--- config.mk ---
export PLATFORM = sky130hd
export DESIGN_NAME = ldoc_regs
export DESIGN_NICKNAME = d
export VERILOG_FILES = /design/src/logic/ldoc_pkg.sv /design/src/logic/ldoc_regs.sv
export SDC_FILE = /design/constraint.sdc
export NUM_CORES = 1
export LEC_CHECK = 0
export BUFFER_PORTS_ARGS = -buffer_cell sky130_fd_sc_hd__buf_2
export CAP_MARGIN = 0
export CORE_MARGIN = 2
export CORE_UTILIZATION = 40
export DETAILED_ROUTE_END_ITERATION = 7
export GPL_ROUTABILITY_DRIVEN = 0
export GPL_TIMING_DRIVEN = 1
export HOLD_SLACK_MARGIN = 0.03
export SLEW_MARGIN = 20
export SYNTH_ARGS = -nofsm -noshare
export SYNTH_HDL_FRONTEND = slang
export SYNTH_SLANG_ARGS = --single-unit
--- constraint.sdc ---
create_clock -name clk -period 5.5 [get_ports clk]
set_input_delay 0.275 -clock clk [delete_from_list [all_inputs] [get_ports clk]]
set_output_delay 0.275 -clock clk [all_outputs]
set_load 0.005 [all_outputs]
--- src/logic/ldoc_pkg.sv ---
// constants, field layout and types for the regulator channel control registers
// Functional notes
// undervoltage action bits 15:14: ignore, shut regulator, or device reset on 10.
// every undervoltage event raises the interrupt, whatever action is selected.
// source bits 12:11 pick none, control 1, control 2 or either as trigger.
// bit 10 picks ON (0) or SLEEP (1) voltage code under hardware control.
// mode bits 9:8: low power on 00/10, output off on 01, ON mode on 11.
// bit 7 floats (1) or discharges (0) disabled output; bit 6 selects switch mode.
// ON slot 000, the default, leaves the regulator off during start-up.
// ON slot 001 to 101 enables the regulator in start-up timeslots one to five.
// ON slot 110 and 111 hand enable to hardware enable input 1 or 2.
// ON register bit 8 picks normal (0) or low power (1) in the ON state.
// voltage code steps 50mV from 1.00V to 1.60V, then 100mV to 3.50V.
// SLEEP slot 000, 110, 111 keep it on, moving to sleep in slot 5, 3, 1.
// SLEEP slot 001 to 101 disable it in sleep timeslots five down to one.
// with a hardware enable input, codes 001 to 101 pick the sleep-entry timeslot.
// SLEEP register bit 8 picks normal (0) or low power (1, default) when asleep.
// channel 7 sleep register holds its voltage code in bits 4:0, reset zero.
// channel 7 sleep register also holds slot bits 15:13 and mode bit 8.
// unassigned register bits read as zero and ignore writes.
package ldoc_pkg;
    localparam logic [15:0] IDX_REG7_SLEEP  = 16'h407c;
    localparam logic [15:0] IDX_REG8_CTRL   = 16'h407d;
    localparam logic [15:0] IDX_REG8_ON     = 16'h407e;
    localparam logic [15:0] IDX_REG8_SLEEP  = 16'h407f;
    localparam logic [15:0] IDX_IRQ_STATUS  = 16'h4090;
    localparam logic [15:0] IDX_IRQ_MASK    = 16'h4091;
    localparam logic [31:0] ADDR_REG7_SLEEP = {14'h0, IDX_REG7_SLEEP, 2'h0};
    localparam logic [31:0] ADDR_REG8_CTRL  = {14'h0, IDX_REG8_CTRL, 2'h0};
    localparam logic [31:0] ADDR_REG8_ON    = {14'h0, IDX_REG8_ON, 2'h0};
    localparam logic [31:0] ADDR_REG8_SLEEP = {14'h0, IDX_REG8_SLEEP, 2'h0};
    localparam logic [31:0] ADDR_IRQ_STATUS = {14'h0, IDX_IRQ_STATUS, 2'h0};
    localparam logic [31:0] ADDR_IRQ_MASK   = {14'h0, IDX_IRQ_MASK, 2'h0};

    localparam int UVACT_LSB  = 14;
    localparam int HWSRC_LSB  = 11;
    localparam int HWVSEL_BIT = 10;
    localparam int HWMODE_LSB = 8;
    localparam int FLOAT_BIT  = 7;
    localparam int SWITCH_BIT = 6;
    localparam int SLOT_LSB   = 13;
    localparam int OPMODE_BIT = 8;
    localparam int VCODE_LSB  = 0;

    localparam logic [15:0] MASK_CTRL   = 16'hdfc0;
    localparam logic [15:0] MASK_SLOTS  = 16'he11f;
    localparam logic [15:0] RST_CTRL    = 16'h0200;
    localparam logic [15:0] RST_ON      = 16'h0000;
    localparam logic [15:0] RST_SLEEP   = 16'h0100;

    localparam logic [1:0] UV_SHUTDOWN  = 2'h1;
    localparam logic [1:0] UV_DEVRESET  = 2'h2;
    localparam logic [1:0] HWSRC_CTL1   = 2'h1;
    localparam logic [1:0] HWSRC_CTL2   = 2'h2;
    localparam logic [1:0] HWSRC_EITHER = 2'h3;
    localparam logic [1:0] HWMODE_OFF   = 2'h1;
    localparam logic [1:0] HWMODE_ONSET = 2'h3;
    localparam logic [2:0] SLOT_NONE    = 3'h0;
    localparam logic [2:0] SLOT_LAST    = 3'h5;
    localparam logic [2:0] SLOT_HWEN1   = 3'h6;
    localparam logic [2:0] SLOT_HWEN2   = 3'h7;
    localparam logic [2:0] SLOT_MID     = 3'h3;
    localparam logic [2:0] SLOT_FIRST   = 3'h1;
    localparam logic [2:0] SLOT_MIRROR  = 3'h6;

    localparam logic [4:0]  VC_FINE_LAST  = 5'h0c;
    localparam logic [4:0]  VC_KNEE       = 5'h0d;
    localparam logic [11:0] MV_BASE       = 12'h3e8;
    localparam logic [11:0] MV_STEP_FINE  = 12'h032;
    localparam logic [11:0] MV_KNEE       = 12'h6a4;
    localparam logic [11:0] MV_STEP_COARSE = 12'h064;

    localparam logic [1:0] RESP_OKAY   = 2'h0;
    localparam logic [1:0] RESP_SLVERR = 2'h2;

    typedef enum logic [2:0] {
        ST_OFF   = 3'b001,
        ST_ON    = 3'b010,
        ST_SLEEP = 3'b100
    } ldoc_state_t;
endpackage : ldoc_pkg

--- src/logic/ldoc_regs.sv ---
// register bank and enable/voltage/mode control for regulator channel 8
//
// Design decision made here: register access over AXI4-Lite.
`timescale 1ns/1ps
module ldoc_regs
    import ldoc_pkg::*;
(
    input  wire logic        clk,
    input  wire logic        resetn,
    input  wire logic [31:0] awaddr,
    input  wire logic        awvalid,
    output logic             awready,
    input  wire logic [31:0] wdata,
    input  wire logic [3:0]  wstrb,
    input  wire logic        wvalid,
    output logic             wready,
    output logic [1:0]       bresp,
    output logic             bvalid,
    input  wire logic        bready,
    input  wire logic [31:0] araddr,
    input  wire logic        arvalid,
    output logic             arready,
    output logic [31:0]      rdata,
    output logic [1:0]       rresp,
    output logic             rvalid,
    input  wire logic        rready,
    input  wire logic        uvDetect,
    input  wire logic        hwCtl1,
    input  wire logic        hwCtl2,
    input  wire logic        hwEnable1,
    input  wire logic        hwEnable2,
    input  wire logic        seqStartup,
    input  wire logic        seqSleep,
    input  wire logic [2:0]  seqSlot,
    output logic             ch8Enable,
    output logic [4:0]       ch8VoltageCode,
    output logic [11:0]      ch8MilliVolts,
    output logic             ch8LowPower,
    output logic             ch8OutputFloat,
    output logic             ch8SwitchMode,
    output logic             deviceResetReq,
    output logic [4:0]       ch7SleepVoltageCode,
    output logic [2:0]       ch7SleepTimeslot,
    output logic             ch7SleepOpMode,
    output logic             irq
);
    typedef struct packed {
        logic [15:0] reg7Sleep;
        logic [15:0] reg8Ctrl;
        logic [15:0] reg8On;
        logic [15:0] reg8Sleep;
        logic        irqStatus;
        logic        irqMask;
        logic        awHave;
        logic [31:0] awAddr;
        logic        wHave;
        logic [31:0] wData;
        logic [3:0]  wStrb;
        logic        bValid;
        logic [1:0]  bResp;
        logic        rValid;
        logic [31:0] rData;
        logic [1:0]  rResp;
        logic [4:0]  sync1;
        logic [4:0]  sync2;
        logic        uvPrev;
        ldoc_state_t regState;
        logic        enable;
        logic        lowPower;
        logic        devReset;
        logic [4:0]  vcode;
        logic [11:0] mv;
    } ldoc_core_t;

    localparam ldoc_core_t CORE_RST = '{
        reg7Sleep: RST_SLEEP, reg8Ctrl: RST_CTRL, reg8On: RST_ON, reg8Sleep: RST_SLEEP,
        irqStatus: 1'b0, irqMask: 1'b0, awHave: 1'b0, awAddr: 32'h0, wHave: 1'b0,
        wData: 32'h0, wStrb: 4'h0, bValid: 1'b0, bResp: RESP_OKAY, rValid: 1'b0,
        rData: 32'h0, rResp: RESP_OKAY, sync1: 5'h0, sync2: 5'h0, uvPrev: 1'b0,
        regState: ST_OFF, enable: 1'b0, lowPower: 1'b0, devReset: 1'b0,
        vcode: 5'h0, mv: MV_BASE};

    ldoc_core_t cur;
    ldoc_core_t next_cur;

    // byte lanes 0 and 1 only; anything outside the mask stays zero
    function automatic logic [15:0] mergeWrite(input logic [15:0] old,
                                               input logic [31:0] data,
                                               input logic [3:0]  strb,
                                               input logic [15:0] mask);
        logic [15:0] merged;
        merged[7:0]  = strb[0] ? data[7:0] : old[7:0];
        merged[15:8] = strb[1] ? data[15:8] : old[15:8];
        return merged & mask;
    endfunction : mergeWrite

    function automatic logic [11:0] codeToMv(input logic [4:0] code);
        logic [11:0] wide;
        wide = {7'h0, code};
        if (code <= VC_FINE_LAST) begin
            return 12'(MV_BASE + wide * MV_STEP_FINE);
        end
        return 12'(MV_KNEE + (wide - {7'h0, VC_KNEE}) * MV_STEP_COARSE);
    endfunction : codeToMv

    function automatic logic [2:0] sleepSlotOf(input logic [2:0] code);
        case (code)
            SLOT_NONE:  return SLOT_LAST;
            SLOT_HWEN1: return SLOT_MID;
            SLOT_HWEN2: return SLOT_FIRST;
            default:    return 3'(SLOT_MIRROR - code);
        endcase
    endfunction : sleepSlotOf

    logic        uvEdge;
    logic [1:0]  uvAction;
    logic [2:0]  onSlot;
    logic [2:0]  sleepSlot;
    logic [2:0]  sleepTarget;
    logic        hwEnMode;
    logic        hwEnLevel;
    logic        hwCtlActive;
    logic        sleepDisables;
    logic        uvShut;
    logic        startHit;
    logic        sleepHit;
    logic        inSleep;
    logic        useSleepV;
    logic [1:0]  hwMode;
    logic [4:0]  vcodeSel;
    logic        awTake;
    logic        wTake;
    logic        arTake;
    logic        doWrite;
    logic [31:0] rdValue;
    logic        rdHit;

    assign awready = !cur.awHave;
    assign wready  = !cur.wHave;
    assign arready = !cur.rValid;
    assign awTake  = awvalid && awready;
    assign wTake   = wvalid && wready;
    assign arTake  = arvalid && arready;
    assign doWrite = cur.awHave && cur.wHave && !cur.bValid;

    assign uvEdge    = cur.sync2[0] && !cur.uvPrev;
    assign uvAction  = cur.reg8Ctrl[UVACT_LSB +: 2];
    assign hwMode    = cur.reg8Ctrl[HWMODE_LSB +: 2];
    assign onSlot    = cur.reg8On[SLOT_LSB +: 3];
    assign sleepSlot = cur.reg8Sleep[SLOT_LSB +: 3];
    assign uvShut    = uvEdge && (uvAction == UV_SHUTDOWN);
    assign inSleep   = (cur.regState == ST_SLEEP);

    always_comb begin
        rdValue = 32'h0;
        rdHit   = 1'b1;
        case (araddr)
            ADDR_REG7_SLEEP: rdValue = {16'h0, cur.reg7Sleep};
            ADDR_REG8_CTRL:  rdValue = {16'h0, cur.reg8Ctrl};
            ADDR_REG8_ON:    rdValue = {16'h0, cur.reg8On};
            ADDR_REG8_SLEEP: rdValue = {16'h0, cur.reg8Sleep};
            ADDR_IRQ_STATUS: rdValue = {31'h0, cur.irqStatus};
            ADDR_IRQ_MASK:   rdValue = {31'h0, cur.irqMask};
            default:         rdHit   = 1'b0;
        endcase
    end

    always_comb begin
        hwEnMode  = (onSlot == SLOT_HWEN1) || (onSlot == SLOT_HWEN2);
        hwEnLevel = (onSlot == SLOT_HWEN1) ? cur.sync2[3] : cur.sync2[4];
        case (cur.reg8Ctrl[HWSRC_LSB +: 2])
            HWSRC_CTL1:   hwCtlActive = cur.sync2[1];
            HWSRC_CTL2:   hwCtlActive = cur.sync2[2];
            HWSRC_EITHER: hwCtlActive = cur.sync2[1] || cur.sync2[2];
            default:      hwCtlActive = 1'b0;
        endcase
        sleepTarget   = sleepSlotOf(sleepSlot);
        // in its sleep slot a regulator on a hardware enable only ever sleeps, never drops out
        sleepDisables = !hwEnMode && (sleepSlot != SLOT_NONE) && (sleepSlot <= SLOT_LAST);
        startHit = seqStartup && (onSlot != SLOT_NONE) && (onSlot <= SLOT_LAST)
                   && (seqSlot == onSlot);
        sleepHit = seqSleep && (seqSlot == sleepTarget);
        useSleepV = hwCtlActive ? cur.reg8Ctrl[HWVSEL_BIT] : inSleep;
        vcodeSel  = useSleepV ? cur.reg8Sleep[VCODE_LSB +: 5] : cur.reg8On[VCODE_LSB +: 5];
    end

    always_comb begin
        next_cur = cur;
        next_cur.sync1  = {hwEnable2, hwEnable1, hwCtl2, hwCtl1, uvDetect};
        next_cur.sync2  = cur.sync1;
        next_cur.uvPrev = cur.sync2[0];

        if (awTake) begin
            next_cur.awHave = 1'b1;
            next_cur.awAddr = awaddr;
        end
        if (wTake) begin
            next_cur.wHave = 1'b1;
            next_cur.wData = wdata;
            next_cur.wStrb = wstrb;
        end
        if (cur.bValid && bready) begin
            next_cur.bValid = 1'b0;
        end
        if (doWrite) begin
            next_cur.awHave = 1'b0;
            next_cur.wHave  = 1'b0;
            next_cur.bValid = 1'b1;
            next_cur.bResp  = RESP_OKAY;
            case (cur.awAddr)
                ADDR_REG7_SLEEP: next_cur.reg7Sleep =
                    mergeWrite(cur.reg7Sleep, cur.wData, cur.wStrb, MASK_SLOTS);
                ADDR_REG8_CTRL:  next_cur.reg8Ctrl =
                    mergeWrite(cur.reg8Ctrl, cur.wData, cur.wStrb, MASK_CTRL);
                ADDR_REG8_ON:    next_cur.reg8On =
                    mergeWrite(cur.reg8On, cur.wData, cur.wStrb, MASK_SLOTS);
                ADDR_REG8_SLEEP: next_cur.reg8Sleep =
                    mergeWrite(cur.reg8Sleep, cur.wData, cur.wStrb, MASK_SLOTS);
                ADDR_IRQ_STATUS: begin
                    if (cur.wStrb[0] && cur.wData[0]) begin
                        next_cur.irqStatus = 1'b0;
                    end
                end
                ADDR_IRQ_MASK: begin
                    if (cur.wStrb[0]) begin
                        next_cur.irqMask = cur.wData[0];
                    end
                end
                default: next_cur.bResp = RESP_SLVERR;
            endcase
        end
        // placed after the clear so a same-cycle event is never lost
        if (uvEdge) begin
            next_cur.irqStatus = 1'b1;
        end

        if (cur.rValid && rready) begin
            next_cur.rValid = 1'b0;
        end
        if (arTake) begin
            next_cur.rValid = 1'b1;
            next_cur.rData  = rdValue;
            next_cur.rResp  = rdHit ? RESP_OKAY : RESP_SLVERR;
        end

        case (cur.regState)
            ST_OFF: begin
                if (hwEnMode ? hwEnLevel : startHit) begin
                    next_cur.regState = ST_ON;
                end
            end
            ST_ON: begin
                if (hwEnMode && !hwEnLevel) begin
                    next_cur.regState = ST_OFF;
                end else if (sleepHit) begin
                    next_cur.regState = sleepDisables ? ST_OFF : ST_SLEEP;
                end
            end
            ST_SLEEP: begin
                if (hwEnMode && !hwEnLevel) begin
                    next_cur.regState = ST_OFF;
                end else if (seqStartup && (hwEnMode || seqSlot == onSlot)) begin
                    next_cur.regState = ST_ON;
                end
            end
            default: next_cur.regState = ST_OFF;
        endcase
        if (uvShut) begin
            next_cur.regState = ST_OFF;
        end
        // reserved action code 11 is treated as ignore
        next_cur.devReset = uvEdge && (uvAction == UV_DEVRESET);

        next_cur.enable = (cur.regState != ST_OFF) && !(hwCtlActive && hwMode == HWMODE_OFF);
        if (hwCtlActive) begin
            next_cur.lowPower = (hwMode == HWMODE_ONSET) ? cur.reg8On[OPMODE_BIT] : 1'b1;
        end else begin
            next_cur.lowPower = inSleep ? cur.reg8Sleep[OPMODE_BIT] : cur.reg8On[OPMODE_BIT];
        end
        next_cur.vcode = vcodeSel;
        next_cur.mv    = codeToMv(vcodeSel);
    end

    always_ff @(posedge clk or negedge resetn) begin
        if (!resetn) begin
            cur <= CORE_RST;
        end else begin
            cur <= next_cur;
        end
    end

    assign bvalid              = cur.bValid;
    assign bresp               = cur.bResp;
    assign rvalid              = cur.rValid;
    assign rdata               = cur.rData;
    assign rresp               = cur.rResp;
    assign ch8Enable           = cur.enable;
    assign ch8VoltageCode      = cur.vcode;
    assign ch8MilliVolts       = cur.mv;
    assign ch8LowPower         = cur.lowPower;
    assign ch8OutputFloat      = cur.reg8Ctrl[FLOAT_BIT];
    assign ch8SwitchMode       = cur.reg8Ctrl[SWITCH_BIT];
    assign deviceResetReq      = cur.devReset;
    assign ch7SleepVoltageCode = cur.reg7Sleep[VCODE_LSB +: 5];
    assign ch7SleepTimeslot    = cur.reg7Sleep[SLOT_LSB +: 3];
    assign ch7SleepOpMode      = cur.reg7Sleep[OPMODE_BIT];
    assign irq                 = cur.irqStatus && cur.irqMask;
endmodule : ldoc_regs

==> summary.md <==
| Metric | Value |
|---|---|
| Filler Cells Inserted | `1793` |
| Total global routing overflow | `0` |
| Die ar. | `0.0205 mm2` |
| Number of warnings printed during yosys synthesis | `0` |
| Number of flops mapped to enable cells by yosys | `0` |
| X dimension of the die | `about 140 um` |
| Top cell by count, worst path | `sky130_fd_sc_hd__ha_1` |
| Sort of element at the end of the critical path | `flip-flop` |
| Number of design-rule violations left by the first detailed-router iteration | `roughly 230` |
| Most area-consuming cells after synthesis | `sky130_fd_sc_hd__dfrtp_1 (42%), sky130_fd_sc_hd__mux2_2 (12%), sky130_fd_sc_hd__ha_1 (6.3%)` |
| Final worst-path cycle share | `about 90%` |
| Number of nets with antenna violations after routing | `0` |
| Cell area after placement | `0.00843 mm2` |
| Clk slew on worst S/H paths | `around 0.06 ns` |
| Later-pin clock latency in the skew report | `0.42 ns` |
| Maximum clock skew at final layout | `0.00818 ns` |
| Antenna violations before repair | `1` |
| Final worst hold slack | `0.0824 ns` |
| Ranking of synthesized cells by instance count | `sky130_fd_sc_hd__dfrtp_1 (131), sky130_fd_sc_hd__mux2_2 (86), sky130_fd_sc_hd__buf_4 (63)` |
| Total global-route track usage | `16.6%` |
| Measured slew at the worst slew-check pin | `1.03 ns` |
| IO buf count | `150` |
| Final standard cell area without fillers | `about 0.0091 mm2` |
| Top-area cell type share of the netlist area | `between 40 and 50%` |
| WP data arrival | `5.39 ns` |
| Worst R2R Start | `cur[187]$_DFFE_PN0P_` |
| Worst reg2reg path endpoint | `ch8MilliVolts[11]$_DFF_PN0_` |
| Total count of hold-check failures in the final report | `0` |
| Number of distinct library cell variants in the gate-level netlist after synthesis | `71` |
| Vias after detailed routing | `just over 5000` |
| Vias in the first global route | `5127` |
| Headroom to the max-slew limit | `31.2%` |
| DIE HEIGHT | `143 um` |
| Post-Synthesis Cells | `669` |
| Pre-CTS WS | `around 0.34 ns` |
| CP delay by family, top | `adder cells` |
| R2R cell count | `19` |
| Met3 usage | `5.23%` |
| Worst Path Class, Setup | `flip-flop to flip-flop` |
| Prevailing post-synth register cell | `sky130_fd_sc_hd__dfrtp_1` |
| Hold Path Origin | `wdata[13]` |
| Initial cell density of the core | `between 40 and 50%` |
| Maximum number of pins on one net before global-route repair | `89` |
| CTS tree | `built` |
| Result of the run | `completed` |
| Most frequently used cell type in the post-synthesis netlist | `sky130_fd_sc_hd__dfrtp_1` |
| Routing usage on met2 | `roughly a quarter` |
| Sink count of the clock tree | `141` |
| Buffers & Inverters on Critical Path | `3` |
| Rows | `50` |
| Multi-input gate area | `0.00364 mm2` |
| Worst path max stage delay | `between 0.4 and 0.5 ns` |
| Reported max-cap violation count | `0` |
| Final routed DRC violation total | `0` |
| Final Max Slew Viols | `0` |
| Setup repair after global routing missed its margin | `no` |
| Num CTS Buffers | `17` |
| Syn-to-layout area delta | `17.1%` |
| Number of synthesized register bits | `141` |
| Nets | `956` |
| Num ports | `190` |
| Launching element type of the critical path | `flip-flop` |
| Biggest area consumer among synthesized cells | `sky130_fd_sc_hd__dfrtp_1` |
| Peak clock frequency supported by timing | `198 MHz` |
| Tmin final | `around 5 ns` |
| Post-DR wirelength/cell | `15.5 um` |
| R2R setup slack | `0.44 ns` |
| Ratio of routed vias to standard cells | `4.83` |
| Worst min-delay path class | `input port to flip-flop` |
| Floorplan core area | `about 0.019 mm2` |
| Required arrival time at the worst endpoint | `5.83 ns` |
| H-tree depth reported by CTS | `4` |
| Setup violations, final | `0` |
| Wire length of the first global-routing pass | `26.2 mm` |
| Footprint of the flip-flops and latches | `roughly 0.0035 mm2` |
| Clock tree root driver cell | `sky130_fd_sc_hd__clkbuf_16` |
| Aggregate negative setup slack | `0 ns` |
| Cell Area, Synth | `0.00776 mm2` |
| Fraction of final layout cells sized beyond drive strength 1 | `38.8%` |
| Slack of the critical path | `0.438 ns` |
| Share of synthesized area occupied by flip-flops and latches | `45.6%` |
| Slowest library cell on the worst path | `sky130_fd_sc_hd__fa_1` |
| Sequence of cells on the critical path | `a22oi_2, mux2i_2, buf_4, mux2i_4, inv_1, ha_1, or2_2, ha_1, ha_1, ha_1, inv_1, fa_1, nand2b_1, a21oi_1, xor2_1, a311oi_2, xnor2_1, o22ai_1, a22oi_1` |
| Peak fanout along the critical path | `12` |
| Total power divided by cell area | `336 mW/mm2` |
| Iteration count of the initial detailed-routing pass | `4` |
| WHS Endpoint | `cur[89]$_DFFE_PN0P_` |
| Total chip power | `3050 uW` |
| Detailed placer's ending HPWL | `about 12 mm` |
| Worst ir drop on vdd | `0.000237 V` |
| Busiest layer in global routing | `met2` |
| Buffers inserted by post-CTS timing repair | `0` |
| Leakage Power | `0.00448 uW` |
| Hold depth | `2` |
| Mean cell area of the mapped netlist | `11.6 um2` |
| Async SR Flop Fraction | `100%` |
| Global routing met1 resource utilization | `21.6%` |
| Clock Path Buffers | `2` |
| Final routed wirelength across all metal layers | `around 17 mm` |
## placed cells by master (no fill, tap or decap), types with 4 or more instances in the layout
cell and n:
sky130_fd_sc_hd__a21oi_1 17, sky130_fd_sc_hd__a22o_1 10, sky130_fd_sc_hd__a22oi_1 7, sky130_fd_sc_hd__a31oi_1 4, sky130_fd_sc_hd__and2_1 7, sky130_fd_sc_hd__and3_1 5, sky130_fd_sc_hd__buf_2 149, sky130_fd_sc_hd__buf_4 7
sky130_fd_sc_hd__clkbuf_16 17, sky130_fd_sc_hd__conb_1 20, sky130_fd_sc_hd__dfrtp_1 131, sky130_fd_sc_hd__dfstp_2 10, sky130_fd_sc_hd__dlygate4sd3_1 7, sky130_fd_sc_hd__fa_1 6, sky130_fd_sc_hd__ha_1 39, sky130_fd_sc_hd__inv_1 31
sky130_fd_sc_hd__mux2_1 9, sky130_fd_sc_hd__mux2_2 86, sky130_fd_sc_hd__mux2i_1 10, sky130_fd_sc_hd__nand2_1 37, sky130_fd_sc_hd__nand2b_1 4, sky130_fd_sc_hd__nand3_1 4, sky130_fd_sc_hd__nor2_1 34, sky130_fd_sc_hd__nor3_1 7
sky130_fd_sc_hd__nor4_1 8, sky130_fd_sc_hd__nor4b_1 4, sky130_fd_sc_hd__o21ai_0 20, sky130_fd_sc_hd__o21bai_1 4, sky130_fd_sc_hd__or2_2 5, sky130_fd_sc_hd__xnor2_1 17, sky130_fd_sc_hd__xor2_1 10
## power breakdown
group	internal (uW)	total, uW	switching [uW]
Combinational	301	513	211
Sequential	1260	1420	162
Clock	669	1120	450
Total	2230	3050	823
## logic make-up (layout without fill, tap and decap cells)
logic type | after synthesis | after routing | share of synthesized area (%)
multiplexers | 112 | 112 | 16.9
buffers and inverters | 110 | 229 | 8.56
other | 1 | 21 | 0.0483
flip-flops | 141 | 141 | 45.6
adder cells (fa/ha/maj) | 45 | 45 | 7.84
AO/OA/AOI/OAI | 87 | 87 | 7.66
AND/OR/NAND/NOR | 146 | 146 | 10.3
XOR/XNOR | 27 | 27 | 3.05
## registers in the layout, summed over array words and instances (netlist names)
register and count:
ch7SleepVoltageCode 5, rdata 15, deviceResetReq 1, ch8LowPower 1, ch8VoltageCode 5, ch8Enable 1, cur 92, rresp 1
ch8OutputFloat 1, bvalid 1, bresp 1, ch8SwitchMode 1, ch8MilliVolts 11, ch7SleepTimeslot 3, ch7SleepOpMode 1, rvalid 1
## worst reg2reg max path, delay by kind of cell, from the launching register on
kind                       cells  cell delay [ns]
buffers and inverters          3             0.51
muxes                          2             0.67
AOI/OAI and AO/OA              5             0.79
and+or+nand+nor                2             0.47
xor gates and xnor gates       2             0.51
DFF                            1             0.41
adders and majority gates      5             1.62
## routing by layer
| metal | share of wire, % | up-vias |
|---|---|---|
| li1 | - | 2519 |
| met1 | 47 | 2492 |
| met2 | 47 | 130 |
| met3 | 5.5 | 19 |
| met4 | 1.2 | 0 |
| met5 | 0 | - |
## metrics by stage
step                      utilization, %  std cells
after global placement              44.6       1028
after CTS                           48.0       1067
final                               48.1       1068
after global routing                48.1       1067
after floorplan                        -        688
after detailed placement            44.6       1028
## worst max-delay path by stage
stage,start,end,slack [ns],cells after the start
2_1_floorplan,cur[187]$_DFFE_PN0P_,ch8MilliVolts[11]$_DFF_PN0_,0.84,21
3_3_place_gp,cur[187]$_DFFE_PN0P_,ch8MilliVolts[11]$_DFF_PN0_,0.39,22
3_5_place_dp,cur[187]$_DFFE_PN0P_,ch8MilliVolts[11]$_DFF_PN0_,0.34,20
4_1_cts,cur[187]$_DFFE_PN0P_,ch8MilliVolts[11]$_DFF_PN0_,0.34,20
5_1_grt,cur[187]$_DFFE_PN0P_,ch8MilliVolts[11]$_DFF_PN0_,0.01,20
6_report,cur[187]$_DFFE_PN0P_,ch8MilliVolts[11]$_DFF_PN0_,0.44,19
## timing repair
item,in CTS,in global routing
resized for setup,0,2
setup endpoints to repair,0,1
endpoints found under the hold margin,86,0
hold buffers,7,0
## final cells by class
class	instances	area share (%)
Multi-Input combinational cell	437	40.1
Antenna cell	1	0.0275
Inverter	33	1.36
Sequential cell	141	39.0
Clock buffer	19	4.76
Clock inverter	13	1.56
Tap cell	260	3.58
Timing Repair Buffer	164	9.68
Note: power is estimated with default switching activity, not from simulation.
